==> config.mk <==
export PLATFORM = sky130hd
export DESIGN_NAME = periodic_response_framer
export DESIGN_NICKNAME = d
export VERILOG_FILES = /design/src/logic/crc8_serial.v /design/src/logic/periodic_response_framer.v
export VERILOG_INCLUDE_DIRS = /design/src /design/src/logic
export SDC_FILE = /design/constraint.sdc
export NUM_CORES = 1
export LEC_CHECK = 0
export BUFFER_PORTS_ARGS = -buffer_cell sky130_fd_sc_hd__buf_2
export CORE_MARGIN = 4
export CORE_UTILIZATION = 42
export CTS_BUF_LIST = sky130_fd_sc_hd__clkbuf_16
export DETAILED_ROUTE_END_ITERATION = 16
export SYNTH_ARGS = -nofsm -noshare
export SYNTH_HDL_FRONTEND = slang
export SYNTH_HIERARCHICAL = 1
export SYNTH_SLANG_ARGS = --single-unit
==> constraint.sdc <==
create_clock -name clk_i -period 2.7 [get_ports clk_i]
set_input_delay 0.54 -clock clk_i [delete_from_list [all_inputs] [get_ports clk_i]]
set_output_delay 0.54 -clock clk_i [all_outputs]
set_load 0.005 [all_outputs]
==> src/logic/framer_regs.vh <==
// register map, field positions, reset values and codes of the periodic response framer
`ifndef FRAMER_REGS_VH
`define FRAMER_REGS_VH

// ---------------------------------------------------------------
// register indices (byte address = 4 * index)
// ---------------------------------------------------------------
`define IDX_DEV_STATUS_1   8'h01
`define IDX_DEV_STATUS_2   8'h02
`define IDX_DEV_STATUS_3   8'h03
`define IDX_DEV_STATUS_4   8'h04
`define IDX_SOURCE_IDENT_A 8'h1A
`define IDX_SOURCE_IDENT_B 8'h1B
`define IDX_FRAMER_CTRL    8'h20
`define IDX_FRAMER_STAT    8'h21

// ---------------------------------------------------------------
// source_ident_reg fields
// ---------------------------------------------------------------
`define SID_FIELD_LSB      0
`define SID_FMT_LSB        4
`define SID_FMT_ID_BIT     0
`define SID_FMT_KAC_BIT    1
`define SID_FMT_ST_BIT     2
`define SID_DTYPE_BIT      7
`define SID_A_RESET        8'h71
`define SID_B_RESET        8'h72

// ---------------------------------------------------------------
// framer_ctrl fields
// ---------------------------------------------------------------
`define CTRL_PCM_EN_BIT    0
`define CTRL_SUP_SUPP_BIT  1
`define CTRL_SIGNED_A_BIT  2
`define CTRL_SIGNED_B_BIT  3
`define CTRL_RESET         8'h00

// ---------------------------------------------------------------
// field widths, crc, timing
// ---------------------------------------------------------------
`define ID_W               4
`define KAC_W              2
`define ST_W               4
`define CRC_POLY           8'h2F
`define SUP_HOLD_CYCLES    16'h0064

// ---------------------------------------------------------------
// status codes
// ---------------------------------------------------------------
`define ST_NORMAL          4'h0
`define ST_UNLOCKED        4'h1
`define ST_SELFTEST        4'h2
`define ST_OSC_TRAIN       4'h3
`define ST_ABS_PRESS       4'h4
`define ST_TEMP            4'h5
`define ST_USER_OTP        4'h8
`define ST_USER_RW         4'h9
`define ST_FACT_OTP        4'hA
`define ST_TEST_MODE       4'hB
`define ST_SUPPLY          4'hC
`define ST_RESET_ERR       4'hD

`endif

==> src/logic/crc8_serial.v <==
// serial augmented crc-8 engine, msb first
`timescale 1ns/1ps
`default_nettype none
module crc8_serial #(
	parameter [7:0] POLY = 8'h2F
) (
	input  wire       clk_i,
	input  wire       rstn_i,
	input  wire       load_i,
	input  wire [7:0] seed_i,
	input  wire       step_i,
	input  wire       din_i,
	output wire [7:0] crc_o
);
	reg  [7:0] crc_r;
	wire [7:0] crc_nxt;

	// bit enters at the lsb, msb falling out folds the polynomial back in
	assign crc_nxt = {crc_r[6:0], din_i} ^ (crc_r[7] ? POLY : 8'h00);
	assign crc_o   = crc_r;

	always @(posedge clk_i or negedge rstn_i) begin
		if (!rstn_i) begin
			crc_r <= 8'h00;
		end else if (load_i) begin
			crc_r <= seed_i;
		end else if (step_i) begin
			crc_r <= crc_nxt;
		end
	end
endmodule
`default_nettype wire

==> src/logic/periodic_response_framer.v <==
// periodic collection response framer with apb register file
//
// The implementer's own choice: the APB slave port.
`timescale 1ns/1ps
`default_nettype none
`include "framer_regs.vh"
module periodic_response_framer #(
	parameter        DATA_W        = 10,
	parameter [9:0]  ERR_UNSIGNED  = 10'h000,
	parameter [9:0]  ERR_SIGNED    = 10'h200,
	parameter [15:0] SUP_HOLD_CYC  = `SUP_HOLD_CYCLES
) (
	input  wire              clk_i,
	input  wire              rstn_i,
	input  wire              psel_i,
	input  wire              penable_i,
	input  wire              pwrite_i,
	input  wire [11:0]       paddr_i,
	input  wire [31:0]       pwdata_i,
	output reg  [31:0]       prdata_o,
	output reg               pready_o,
	output reg               pslverr_o,
	input  wire              trigger_i,
	input  wire              trigger_src_i,
	input  wire [DATA_W-1:0] meas_abs_i,
	input  wire [DATA_W-1:0] meas_rel_i,
	input  wire              supply_fault_i,
	input  wire              temp_fault_i,
	input  wire              user_otp_fault_i,
	input  wire              user_rw_fault_i,
	input  wire              fact_otp_fault_i,
	input  wire              osc_train_fault_i,
	input  wire              test_active_flag_i,
	input  wire              reset_occurred_flag_i,
	input  wire              selftest_pending_i,
	input  wire              config_unlocked_i,
	input  wire              abs_pressure_high_i,
	input  wire              abs_pressure_low_i,
	input  wire              abs_pressure_disagree_i,
	output reg               tx_bit_o,
	output reg               tx_valid_o,
	output reg               tx_last_o,
	input  wire              tx_ready_i,
	output reg               busy_o
);
	localparam FRM_W = `ID_W + `KAC_W + `ST_W + DATA_W;
	localparam ALL_W = FRM_W + 8;
	localparam [2:0] S_IDLE = 3'b001;
	localparam [2:0] S_CALC = 3'b010;
	localparam [2:0] S_SEND = 3'b100;

	// ---------------------------------------------------------------
	// register state
	// ---------------------------------------------------------------
	reg  [7:0]       dev_status_1_r;
	reg  [7:0]       dev_status_2_r;
	reg  [7:0]       dev_status_3_r;
	reg  [7:0]       dev_status_4_r;
	reg  [7:0]       source_ident_a_r;
	reg  [7:0]       source_ident_b_r;
	reg  [7:0]       ctrl_r;
	reg  [1:0]       kac_a_r;
	reg  [1:0]       kac_b_r;
	reg  [3:0]       last_code_r;
	reg  [15:0]      sup_cnt_r;
	reg              sup_expired_r;
	reg              err_pend_r;
	reg  [2:0]       state_r;
	reg              src_r;
	reg  [ALL_W-1:0] shift_r;
	reg  [4:0]       len_r;
	reg  [5:0]       cnt_r;
	reg  [5:0]       send_cnt_r;

	wire [7:0]       word_idx;
	wire             apb_access;
	wire             apb_wr;
	reg              hit;
	reg  [7:0]       rdata;

	assign word_idx   = paddr_i[9:2];
	assign apb_access = psel_i & penable_i;
	assign apb_wr     = apb_access & pready_o & pwrite_i;

	// ---------------------------------------------------------------
	// apb read decode
	// ---------------------------------------------------------------
	always @* begin
		hit   = (paddr_i[11:10] == 2'b00) && (paddr_i[1:0] == 2'b00);
		rdata = 8'h00;
		case (word_idx)
		`IDX_DEV_STATUS_1:   rdata = dev_status_1_r;
		`IDX_DEV_STATUS_2:   rdata = dev_status_2_r;
		`IDX_DEV_STATUS_3:   rdata = dev_status_3_r;
		`IDX_DEV_STATUS_4:   rdata = dev_status_4_r;
		`IDX_SOURCE_IDENT_A: rdata = source_ident_a_r;
		`IDX_SOURCE_IDENT_B: rdata = source_ident_b_r;
		`IDX_FRAMER_CTRL:    rdata = ctrl_r;
		`IDX_FRAMER_STAT:    rdata = {kac_b_r, kac_a_r, last_code_r};
		default:             hit = 1'b0;
		endcase
	end

	// one wait state keeps pready and prdata straight from flops
	always @(posedge clk_i or negedge rstn_i) begin
		if (!rstn_i) begin
			pready_o  <= 1'b0;
			pslverr_o <= 1'b0;
			prdata_o  <= 32'h0000_0000;
		end else begin
			pready_o  <= apb_access & ~pready_o;
			pslverr_o <= apb_access & ~pready_o & ~hit;
			prdata_o  <= (apb_access & ~pready_o & ~pwrite_i) ? {24'h00_0000, rdata}
			                                                   : 32'h0000_0000;
		end
	end

	always @(posedge clk_i or negedge rstn_i) begin
		if (!rstn_i) begin
			source_ident_a_r <= `SID_A_RESET;
			source_ident_b_r <= `SID_B_RESET;
			ctrl_r           <= `CTRL_RESET;
		end else if (apb_wr && hit) begin
			case (word_idx)
			`IDX_SOURCE_IDENT_A: source_ident_a_r <= pwdata_i[7:0];
			`IDX_SOURCE_IDENT_B: source_ident_b_r <= pwdata_i[7:0];
			`IDX_FRAMER_CTRL:    ctrl_r           <= pwdata_i[7:0];
			default:             ctrl_r           <= ctrl_r;
			endcase
		end
	end

	// ---------------------------------------------------------------
	// status capture and supply monitor timer
	// ---------------------------------------------------------------
	always @(posedge clk_i or negedge rstn_i) begin
		if (!rstn_i) begin
			dev_status_1_r <= 8'h00;
			dev_status_2_r <= 8'h00;
			dev_status_3_r <= 8'h00;
			dev_status_4_r <= 8'h00;
			sup_cnt_r      <= 16'h0000;
			sup_expired_r  <= 1'b0;
		end else begin
			dev_status_1_r <= {7'h00, supply_fault_i};
			dev_status_2_r <= {4'h0, fact_otp_fault_i, user_rw_fault_i,
			                   user_otp_fault_i, temp_fault_i};
			dev_status_3_r <= {7'h00, osc_train_fault_i};
			dev_status_4_r <= {1'b0, abs_pressure_disagree_i, abs_pressure_low_i,
			                   abs_pressure_high_i, config_unlocked_i, selftest_pending_i,
			                   reset_occurred_flag_i, test_active_flag_i};
			if (!dev_status_1_r[0]) begin
				sup_cnt_r     <= 16'h0000;
				sup_expired_r <= 1'b0;
			end else if (sup_cnt_r >= SUP_HOLD_CYC - 16'h0001) begin
				sup_expired_r <= 1'b1;
			end else begin
				sup_cnt_r <= sup_cnt_r + 16'h0001;
			end
		end
	end

	// ---------------------------------------------------------------
	// status ranking
	// ---------------------------------------------------------------
	wire sup_fault_w  = dev_status_1_r[0];
	wire sup_withhold = sup_fault_w & ~sup_expired_r;
	wire sup_report   = sup_fault_w & sup_expired_r & ~ctrl_r[`CTRL_SUP_SUPP_BIT];
	reg  [3:0] code;

	// first match is the smallest priority number
	always @* begin
		if (dev_status_4_r[1])
			code = `ST_RESET_ERR;
		else if (sup_report)
			code = `ST_SUPPLY;
		else if (dev_status_4_r[0])
			code = `ST_TEST_MODE;
		else if (dev_status_2_r[3])
			code = `ST_FACT_OTP;
		else if (dev_status_2_r[2])
			code = `ST_USER_RW;
		else if (dev_status_2_r[1])
			code = `ST_USER_OTP;
		else if (dev_status_2_r[0])
			code = `ST_TEMP;
		else if (|dev_status_4_r[6:4])
			code = `ST_ABS_PRESS;
		else if (dev_status_3_r[0])
			code = `ST_OSC_TRAIN;
		else if (dev_status_4_r[2])
			code = `ST_SELFTEST;
		else if (dev_status_4_r[3])
			code = `ST_UNLOCKED;
		else
			code = `ST_NORMAL;
	end

	// ---------------------------------------------------------------
	// frame assembly
	// ---------------------------------------------------------------
	wire [7:0]        sid      = trigger_src_i ? source_ident_b_r : source_ident_a_r;
	wire [2:0]        fmt      = sid[`SID_FMT_LSB+2:`SID_FMT_LSB];
	wire              id_on    = fmt[`SID_FMT_ID_BIT];
	wire              kac_on   = fmt[`SID_FMT_KAC_BIT];
	wire              st_on    = fmt[`SID_FMT_ST_BIT];
	wire [1:0]        kac_cur  = trigger_src_i ? kac_b_r : kac_a_r;
	wire              any_sign = ctrl_r[`CTRL_SIGNED_A_BIT] | ctrl_r[`CTRL_SIGNED_B_BIT];
	wire [DATA_W-1:0] err_code = any_sign ? ERR_SIGNED : ERR_UNSIGNED;
	wire [DATA_W-1:0] meas     = sid[`SID_DTYPE_BIT] ? meas_rel_i : meas_abs_i;
	// with status shown, only codes 1000 and up hide data; without it, any fault does
	wire              need_err = st_on ? code[3] : (code != `ST_NORMAL);
	wire              use_err  = need_err | err_pend_r;
	wire              pcm_en   = ctrl_r[`CTRL_PCM_EN_BIT];
	wire              launch   = trigger_i & pcm_en & state_r[0] & ~sup_withhold;
	reg  [FRM_W-1:0]  frm;
	reg  [4:0]        len;

	always @* begin
		frm = {FRM_W{1'b0}};
		len = 5'd0;
		if (id_on) begin
			frm = {frm[FRM_W-5:0], sid[`SID_FIELD_LSB+3:`SID_FIELD_LSB]};
			len = len + 5'd4;
		end
		if (kac_on) begin
			frm = {frm[FRM_W-3:0], kac_cur};
			len = len + 5'd2;
		end
		if (st_on) begin
			frm = {frm[FRM_W-5:0], code};
			len = len + 5'd4;
		end
		frm = {frm[FRM_W-DATA_W-1:0], (use_err ? err_code : meas)};
		len = len + DATA_W[4:0];
		frm = frm << (FRM_W[4:0] - len);
	end

	// an error seen even briefly is owed one frame; a new error wins over the clear
	always @(posedge clk_i or negedge rstn_i) begin
		if (!rstn_i) begin
			err_pend_r <= 1'b0;
		end else if (need_err) begin
			err_pend_r <= 1'b1;
		end else if (launch) begin
			err_pend_r <= 1'b0;
		end
	end

	// ---------------------------------------------------------------
	// crc engine and sequencer
	// ---------------------------------------------------------------
	wire [7:0] crc;
	wire       calc_step = state_r[1];
	// message read in place, so the frame needs no restoring before sending
	wire       calc_bit  = (cnt_r < {1'b0, len_r}) ? shift_r[ALL_W-1-cnt_r] : 1'b0;

	crc8_serial #(
		.POLY   (`CRC_POLY)
	) u_crc (
		.clk_i  (clk_i),
		.rstn_i (rstn_i),
		.load_i (launch),
		.seed_i ({4'h0, sid[3:0]}),
		.step_i (calc_step),
		.din_i  (calc_bit),
		.crc_o  (crc)
	);

	always @(posedge clk_i or negedge rstn_i) begin
		if (!rstn_i) begin
			state_r     <= S_IDLE;
			src_r       <= 1'b0;
			shift_r     <= {ALL_W{1'b0}};
			len_r       <= 5'd0;
			cnt_r       <= 6'd0;
			send_cnt_r  <= 6'd0;
			kac_a_r     <= 2'b00;
			kac_b_r     <= 2'b00;
			last_code_r <= 4'h0;
			tx_bit_o    <= 1'b0;
			tx_valid_o  <= 1'b0;
			tx_last_o   <= 1'b0;
			busy_o      <= 1'b0;
		end else begin
			case (state_r)
			S_IDLE: begin
				if (launch) begin
					state_r     <= S_CALC;
					src_r       <= trigger_src_i;
					shift_r     <= {frm, 8'h00};
					len_r       <= len;
					cnt_r       <= 6'd0;
					last_code_r <= code;
					busy_o      <= 1'b1;
				end
			end
			S_CALC: begin
				// message bits then eight appended zeros
				cnt_r <= cnt_r + 6'd1;
				if (cnt_r == {1'b0, len_r} + 6'd7) begin
					state_r    <= S_SEND;
					send_cnt_r <= {1'b0, len_r} + 6'd8;
				end
			end
			S_SEND: begin
				if (!tx_valid_o) begin
					// crc goes right behind the last message bit, whatever the format
					shift_r    <= shift_r | ({{FRM_W{1'b0}}, crc} << (FRM_W[4:0] - len_r));
					tx_valid_o <= 1'b1;
					tx_bit_o   <= shift_r[ALL_W-1];
					tx_last_o  <= (send_cnt_r == 6'd1);
				end else if (tx_ready_i) begin
					send_cnt_r <= send_cnt_r - 6'd1;
					if (send_cnt_r == 6'd1) begin
						tx_valid_o <= 1'b0;
						tx_last_o  <= 1'b0;
						busy_o     <= 1'b0;
						state_r    <= S_IDLE;
						if (src_r)
							kac_b_r <= kac_b_r + 2'b01;
						else
							kac_a_r <= kac_a_r + 2'b01;
					end else begin
						shift_r   <= shift_r << 1;
						tx_bit_o  <= shift_r[ALL_W-2];
						tx_last_o <= (send_cnt_r == 6'd2);
					end
				end
			end
			default: state_r <= S_IDLE;
			endcase
		end
	end
endmodule
`default_nettype wire

==> results of run 1 <==
[sequential cells by signal, summed over array words and instances, names as in the netlist, 2 cells and up]
signal and flops:
dev_status_2_r 4, source_ident_a_r 8, u_crc/crc_o 8, dev_status_4_r 7, state_r 3, shift_r 28
ctrl_r 8, last_code_r 4, cnt_r 6, kac_a_r 2, len_r 4, kac_b_r 2
sup_cnt_r 16, prdata_o 8, send_cnt_r 6, source_ident_b_r 8
[worst register-to-register path, delay by kind of cell (launching register included)]
family                     cells  cell delay (ns)
AOI/OAI and AO/OA              5             0.98
adders and majority gates      1             0.41
muxes                          1             0.38
DFF                            1             0.37
buffers and inverters          2             0.29
[cell families (layout without fill, tap and decap cells)]
| family | Yosys count | in the layout | synth area share |
|---|---|---|---|
| compound gates | 249 | 249 | 0.193 |
| xor+xnor | 25 | 25 | 0.0260 |
| fa+ha+maj | 16 | 16 | 0.0247 |
| buf+inv | 99 | 206 | 0.0606 |
| flops | 133 | 133 | 0.397 |
| mux | 85 | 85 | 0.120 |
| other cells | 1 | 28 | 0.000446 |
| simple gates | 297 | 297 | 0.178 |
[repair_timing]
item | CTS | global route
hold endpoints to repair | 0 | 0
endpoints found under the setup margin | 0 | 3
gates resized for setup | 0 | 2
[power breakdown]
part | internal [W] | switching, W
clock | 0.00129 | 0.000986
combinational | 0.0000822 | 0.000122
sequential | 0.00201 | 0.0000197
total | 0.00338 | 0.00113
[cell usage after synthesis (all sizes together), types with 3 or more instances]
cell and instances:
a2111oi 6, a211o 3, a211oi 5, a21o 4
a21oi 64, a221oi 8, a222oi 4, a22o 8
a22oi 6, a31oi 12, a41oi 3, and2 3
and3 6, buf 43, clkbuf 34, dfrtp 124
dfstp 9, ha 15, inv 21, mux2 38
mux2i 38, mux4 9, nand2 77, nand2b 8
nand3 23, nand3b 7, nand4 6, nor2 95
nor2b 8, nor3 25, nor3b 5, nor4 11
o211a 4, o211ai 12, o21a 7, o21ai 74
o22ai 3, o31ai 7, or2 3, or3 7
or3b 5, or4 4, xnor2 17, xor2 8
[per-layer routing]
metal / track usage / part of all wire
met5: 0 / 0
met1: 0.297 / 0.45
met3: 0.0436 / 0.053
met2: 0.356 / 0.48
met4: 0.0554 / 0.016
[layout make-up]
class / count / area (um^2) / share of cell area
Timing Repair Buffer: 152 / 987 / 0.0987
Inverter: 22 / 82.6 / 0.00826
Clock inverter: 15 / 144 / 0.0144
Clock buffer: 17 / 425 / 0.0425
Multi-Input combinational cell: 700 / 4690 / 0.469
Tap cell: 265 / 332 / 0.0332
Sequential cell: 133 / 3340 / 0.334
[through the flow]
step,hold slack (ns),utilization,worst slack [ns],power [W]
floorplan,0.244,-,0.0306,0.00216
detailed placement,0.481,0.481,0.0730,0.00227
global placement,0.473,0.481,0.0732,0.00227
global route,0.111,0.511,0.00645,0.00468
finish,0.0719,0.511,0.151,0.00451
CTS,0.108,0.510,0.151,0.00455
[cells in the final DEF (no fill, tap or decap), types with 6 or more instances in the layout]
cell and instances:
o21ai_0 65, a221oi_1 8, xnor2_1 16, nand3_1 22
buf_2 73, dfstp_2 9, nand4_1 6, o31ai_1 7
mux4_2 9, clkbuf_16 17, a21oi_1 64, nand2_1 77
nor2b_1 8, conb_1 28, and3_1 6, o21a_1 7
mux2i_1 37, nor4_1 7, or3_1 7, xor2_1 8
a31oi_1 12, nand3b_1 6, ha_1 15, a22o_1 8
mux2_1 13, nor2_1 95, nand2b_1 7, o21ai_1 8
inv_6 6, a22oi_1 6, inv_1 21, o211ai_1 7
buf_4 76, mux2_2 25, dfrtp_1 124, nor3_1 24
[worst max-delay path by stage]
stage | from | to | cells after the start | slack, ns
floorplan | len_r[1] | shift_r[21] | 10 | 0.03
global placement | trigger_src_i | shift_r[21] | 10 | 0.07
detailed placement | trigger_src_i | shift_r[21] | 10 | 0.07
CTS | len_r[2] | shift_r[19] | 8 | 0.15
global route | len_r[1] | shift_r[17] | 8 | 0.006
finish | len_r[1] | shift_r[21] | 9 | 0.15
==> metrics.txt, run 1 <==
status=complete, no violations; VDD IR max=0.396 mV; DR pass1 iterations=6; Setup Buffers After CTS=0; Yosys top cell area share=0.369; vias=7272; Final Hold Viols=0; first-pass GRT wire length=38200 um; clock skew=0.00782 ns; Post-DP Area=9420 um^2; pin count of the biggest net entering global routing=60; Post-synth EDFFs=0; Root Driver=clkbuf_16; sequential fraction of the synthesis area=0.397; crit-path max FO=6; clk sink count=133; Critical Path Slowest Stage Cell=a2111oi_1; DR WL/cell=18.4 um; kind of critical path=reg -> reg; Worst R2R Start=len_r[1]; synthesized area per cell=9.29 um^2; Overflow after GRT=0; fin nets=1127; Synth Cell Area=8410 um^2; Req. time, crit path=3.00 ns; vias in the first global route=7049; Synth async-reset ratio=1.00; Iter 0 DRT Violations=559; CTS max path bufs=2; Final Cycle Share=0.944; synth-to-layout area growth=18.9%; placed insts=1272; Synth area leaders=dfrtp_1, mux2i_1, nor2_1, o21ai_0, a21oi_1; fillcell total=1862; antenna-violating nets left=0; final setup fails=0; Max Freq=392 MHz; arrival time worst endpoint=2.85 ns; DRC=0; Distinct cells, synth=83; crit path cell chain=inv_1 > ha_1 > mux2_2 > a21o_1 > a2111oi_1 > buf_4 > o31ai_1 > a31oi_1 > a221oi_1; initial antenna violation count=0; hold_buf cts=0; gp weighted congestion=0.925; CP top delay family=compound AO/OA/AOI/OAI gates; Syn Inst Count=905; H-tree levels=4; Die ar.=22400 um^2; Max-Cap Viols=0; TritonCTS buffer count=17; total track usage=0.218; Max Slew Vio Count=0; antenna cells=0; FF-to-FF path depth=9; final WL=24000 um; Die Height=150 um; reg2reg setup slack=0.15 ns; worst slew pin tran=0.698 ns; CTS tree=built; design area=10000 um^2; routed vias/inst=5.58; Worst Setup Start Kind=flop; Rows=51; non-filler cells, final=1304; IO Port Bufs=74; RSZ-0062 raised after global routing=false; min-delay worst type=in -> async; Max-slew headroom=0.531; Lkg Pwr=4.56 nW; worst skew pair latency=0.43 ns; CP endpoint kind=flop; area leader, netlist=dfrtp_1; layout cell share with drive strength beyond 1=0.240; synth warn=6; Die W=150 um; IO Count=123; Power Dens Cells=451 nW/um^2; min Tclk post-route=2.55 ns; slowest stage delay, CP=0.44 ns; Setup Total Neg Slack=0 ns; Reg clk slew, reported paths=0.06 ns; Core ar.=19600 um^2; Starting Density=0.429; HPWL after DPL=17800 um; CP Buf/Inv Count=2; worst r2r dst=shift_r[21]; Main synth FF type=dfrtp_1; synthesis-stage register bit count=133
Note: power is estimated with default switching activity, not from simulation.
==> run 2, diff against run 1 <==
--- a/config.mk
+++ b/config.mk
@@ -7,10 +7,12 @@
 export NUM_CORES = 1
 export LEC_CHECK = 0
 export BUFFER_PORTS_ARGS = -buffer_cell sky130_fd_sc_hd__buf_2
+export CORE_ASPECT_RATIO = 1.1
 export CORE_MARGIN = 4
 export CORE_UTILIZATION = 42
 export CTS_BUF_LIST = sky130_fd_sc_hd__clkbuf_16
 export DETAILED_ROUTE_END_ITERATION = 16
+export GPL_TIMING_DRIVEN = 0
 export SYNTH_ARGS = -nofsm -noshare
 export SYNTH_HDL_FRONTEND = slang
 export SYNTH_HIERARCHICAL = 1
==> metrics.txt, run 2 (synthesis gave the netlist of run 1 again) <==
area occupied by multi-input gates=4780 um^2; CP endpoint kind=flop; Worst Setup Start Kind=flop; crit-path max FO=10; max FFs per register=28; Core ar.=19700 um^2; VDD IR max=0.417 mV; Iter 0 DRT Violations=593; antenna cells=0; vias in the first global route=7023; DR pass1 iterations=7; Power Dens Cells=474 nW/um^2; global routing's busiest layer=met2; design area=9990 um^2; Setup Total Neg Slack=0 ns; Lkg Pwr=4.51 nW; crit path cell chain=nor3_1 > o21ai_0 > a221o_1 > a21oi_1 > clkbuf_1 > nor2_1 > a32o_1 > o32a_1; Post-DP Area=9230 um^2; total track usage=0.222; Largest regs=shift_r (28), sup_cnt_r (16); Req. time, crit path=3.01 ns; Die W=143 um; M1 GR Usage=0.288; Max Slew Vio Count=0; routed vias/inst=5.74; Max-slew headroom=0.302; post-route setup slack=0.0804 ns; Max Freq=382 MHz; min-delay worst type=in -> async; final WL=24800 um; Most flops, register=shift_r; Overflow after GRT=0; IO Port Bufs=73; layout cell share with drive strength beyond 1=0.227; HPWL after DPL=18400 um; Root Driver=clkbuf_16; Die ar.=22400 um^2; DR WL/cell=19.2 um; most frequent cells in the layout=dfrtp_1, nor2_1, buf_2; Reg clk slew, reported paths=0.06 ns; CTS max path bufs=2; reg2reg setup slack=0.08 ns; clock skew=0.0122 ns; IO Count=123; worst slew pin tran=1.04 ns; vias=7384; synth-to-layout area growth=18.8%; TritonCTS buffer count=17; pin count of the biggest net entering global routing=84; kind of critical path=reg -> reg; Critical Path Slowest Stage Cell=dfrtp_1; H-tree levels=4; min Tclk post-route=2.62 ns; DRC=0; slowest stage delay, CP=0.41 ns; worst skew pair latency=0.43 ns; Die Height=156 um; M3 GR Usage=0.0452; Rows=54; status=complete, no violations; final setup fails=0; Final Cycle Share=0.970; gp weighted congestion=0.943; antenna-violating nets left=0; arrival time worst endpoint=2.93 ns; Final Hold Viols=0; hold_buf cts=0; Reg area=3340 um^2; Starting Density=0.426; fin nets=1123; initial antenna violation count=0; first-pass GRT wire length=38800 um; RSZ-0062 raised after global routing=true; Max-Cap Viols=0; CTS tree=built; clk sink count=133; commonest non-fill, non-tap cell in the layout=dfrtp_1; fillcell total=1874; Place WS=-0.556 ns; met2 Resource Use GR=0.367
==> run 2: cell count changes in the layout (fill, tap and decap cells not counted), moves of 3 or more <==
cell	before	now
buf_4	76	28
clkbuf_1	0	20
buf_2	73	82
clkbuf_2	0	6
buf_6	1	5
a2111oi_0	4	1
buf_1	0	3
==> run 2: final timing paths <==
check	start	to	cells after the start
worst min register to register	sup_cnt_r[15]	sup_cnt_r[15]	1
worst max-delay path	dev_status_4_r[4]	shift_r[19]	8
worst max register to register	dev_status_4_r[4]	shift_r[19]	8
min in group clk_i	temp_fault_i	dev_status_2_r[0]	1
max in group asynchronous	rstn_i	source_ident_a_r[5]	2
worst min-delay path	rstn_i	cnt_r[3]	1
==> run 2: repair_timing <==
action | CTS | global route
gates resized for setup | 16 | 29
setup endpoints to repair | 35 | 44
buffers inserted | 0 | 2
==> run 2: power breakdown <==
part	internal (W)	switching, W	leakage (nW)	total [W]
Sequential	0.00201	0.0000202	1.72	0.00203
Clock	0.00148	0.00102	0.299	0.00249
Combinational	0.0000908	0.000121	2.49	0.000212
Total	0.00358	0.00116	4.51	0.00473
==> run 2: final cells by class <==
class / count / area share
clock inverter: 15 / 0.0192
tap: 252 / 0.0316
clock buffer: 17 / 0.0426
inverter: 22 / 0.00864
multi-input combinational: 700 / 0.479
buffer: 72 / 0.0436
timing repair buffer: 76 / 0.0415
sequential: 133 / 0.334
==> run 2: critical path, delay by kind of cell, from the launching register on <==
family,cells,cell delay [ns]
AOI/OAI and AO/OA,5,1.40
buffers and inverters,1,0.40
DFF,1,0.41
and+or+nand+nor,2,0.30
==> run 2: layer usage <==
| layer | wire [um] | vias up |
|---|---|---|
| met3 | 1330 | 47 |
| met2 | 12100 | 245 |
| li1 | - | 3502 |
| met5 | 0 | - |
| met1 | 10600 | 3590 |
| met4 | 719 | 0 |
==> run 2: per-stage QoR <==
stage	utilization	instances	total power, W	hold slack [ns]
after floorplan	-	932	0.00216	0.244
after global placement	0.466	1257	0.00227	0.475
after detailed placement	0.468	1258	0.00228	0.478
after CTS	0.501	1288	0.00478	0.0900
after global routing	0.506	1287	0.00489	0.112
final	0.506	1287	0.00473	0.0733
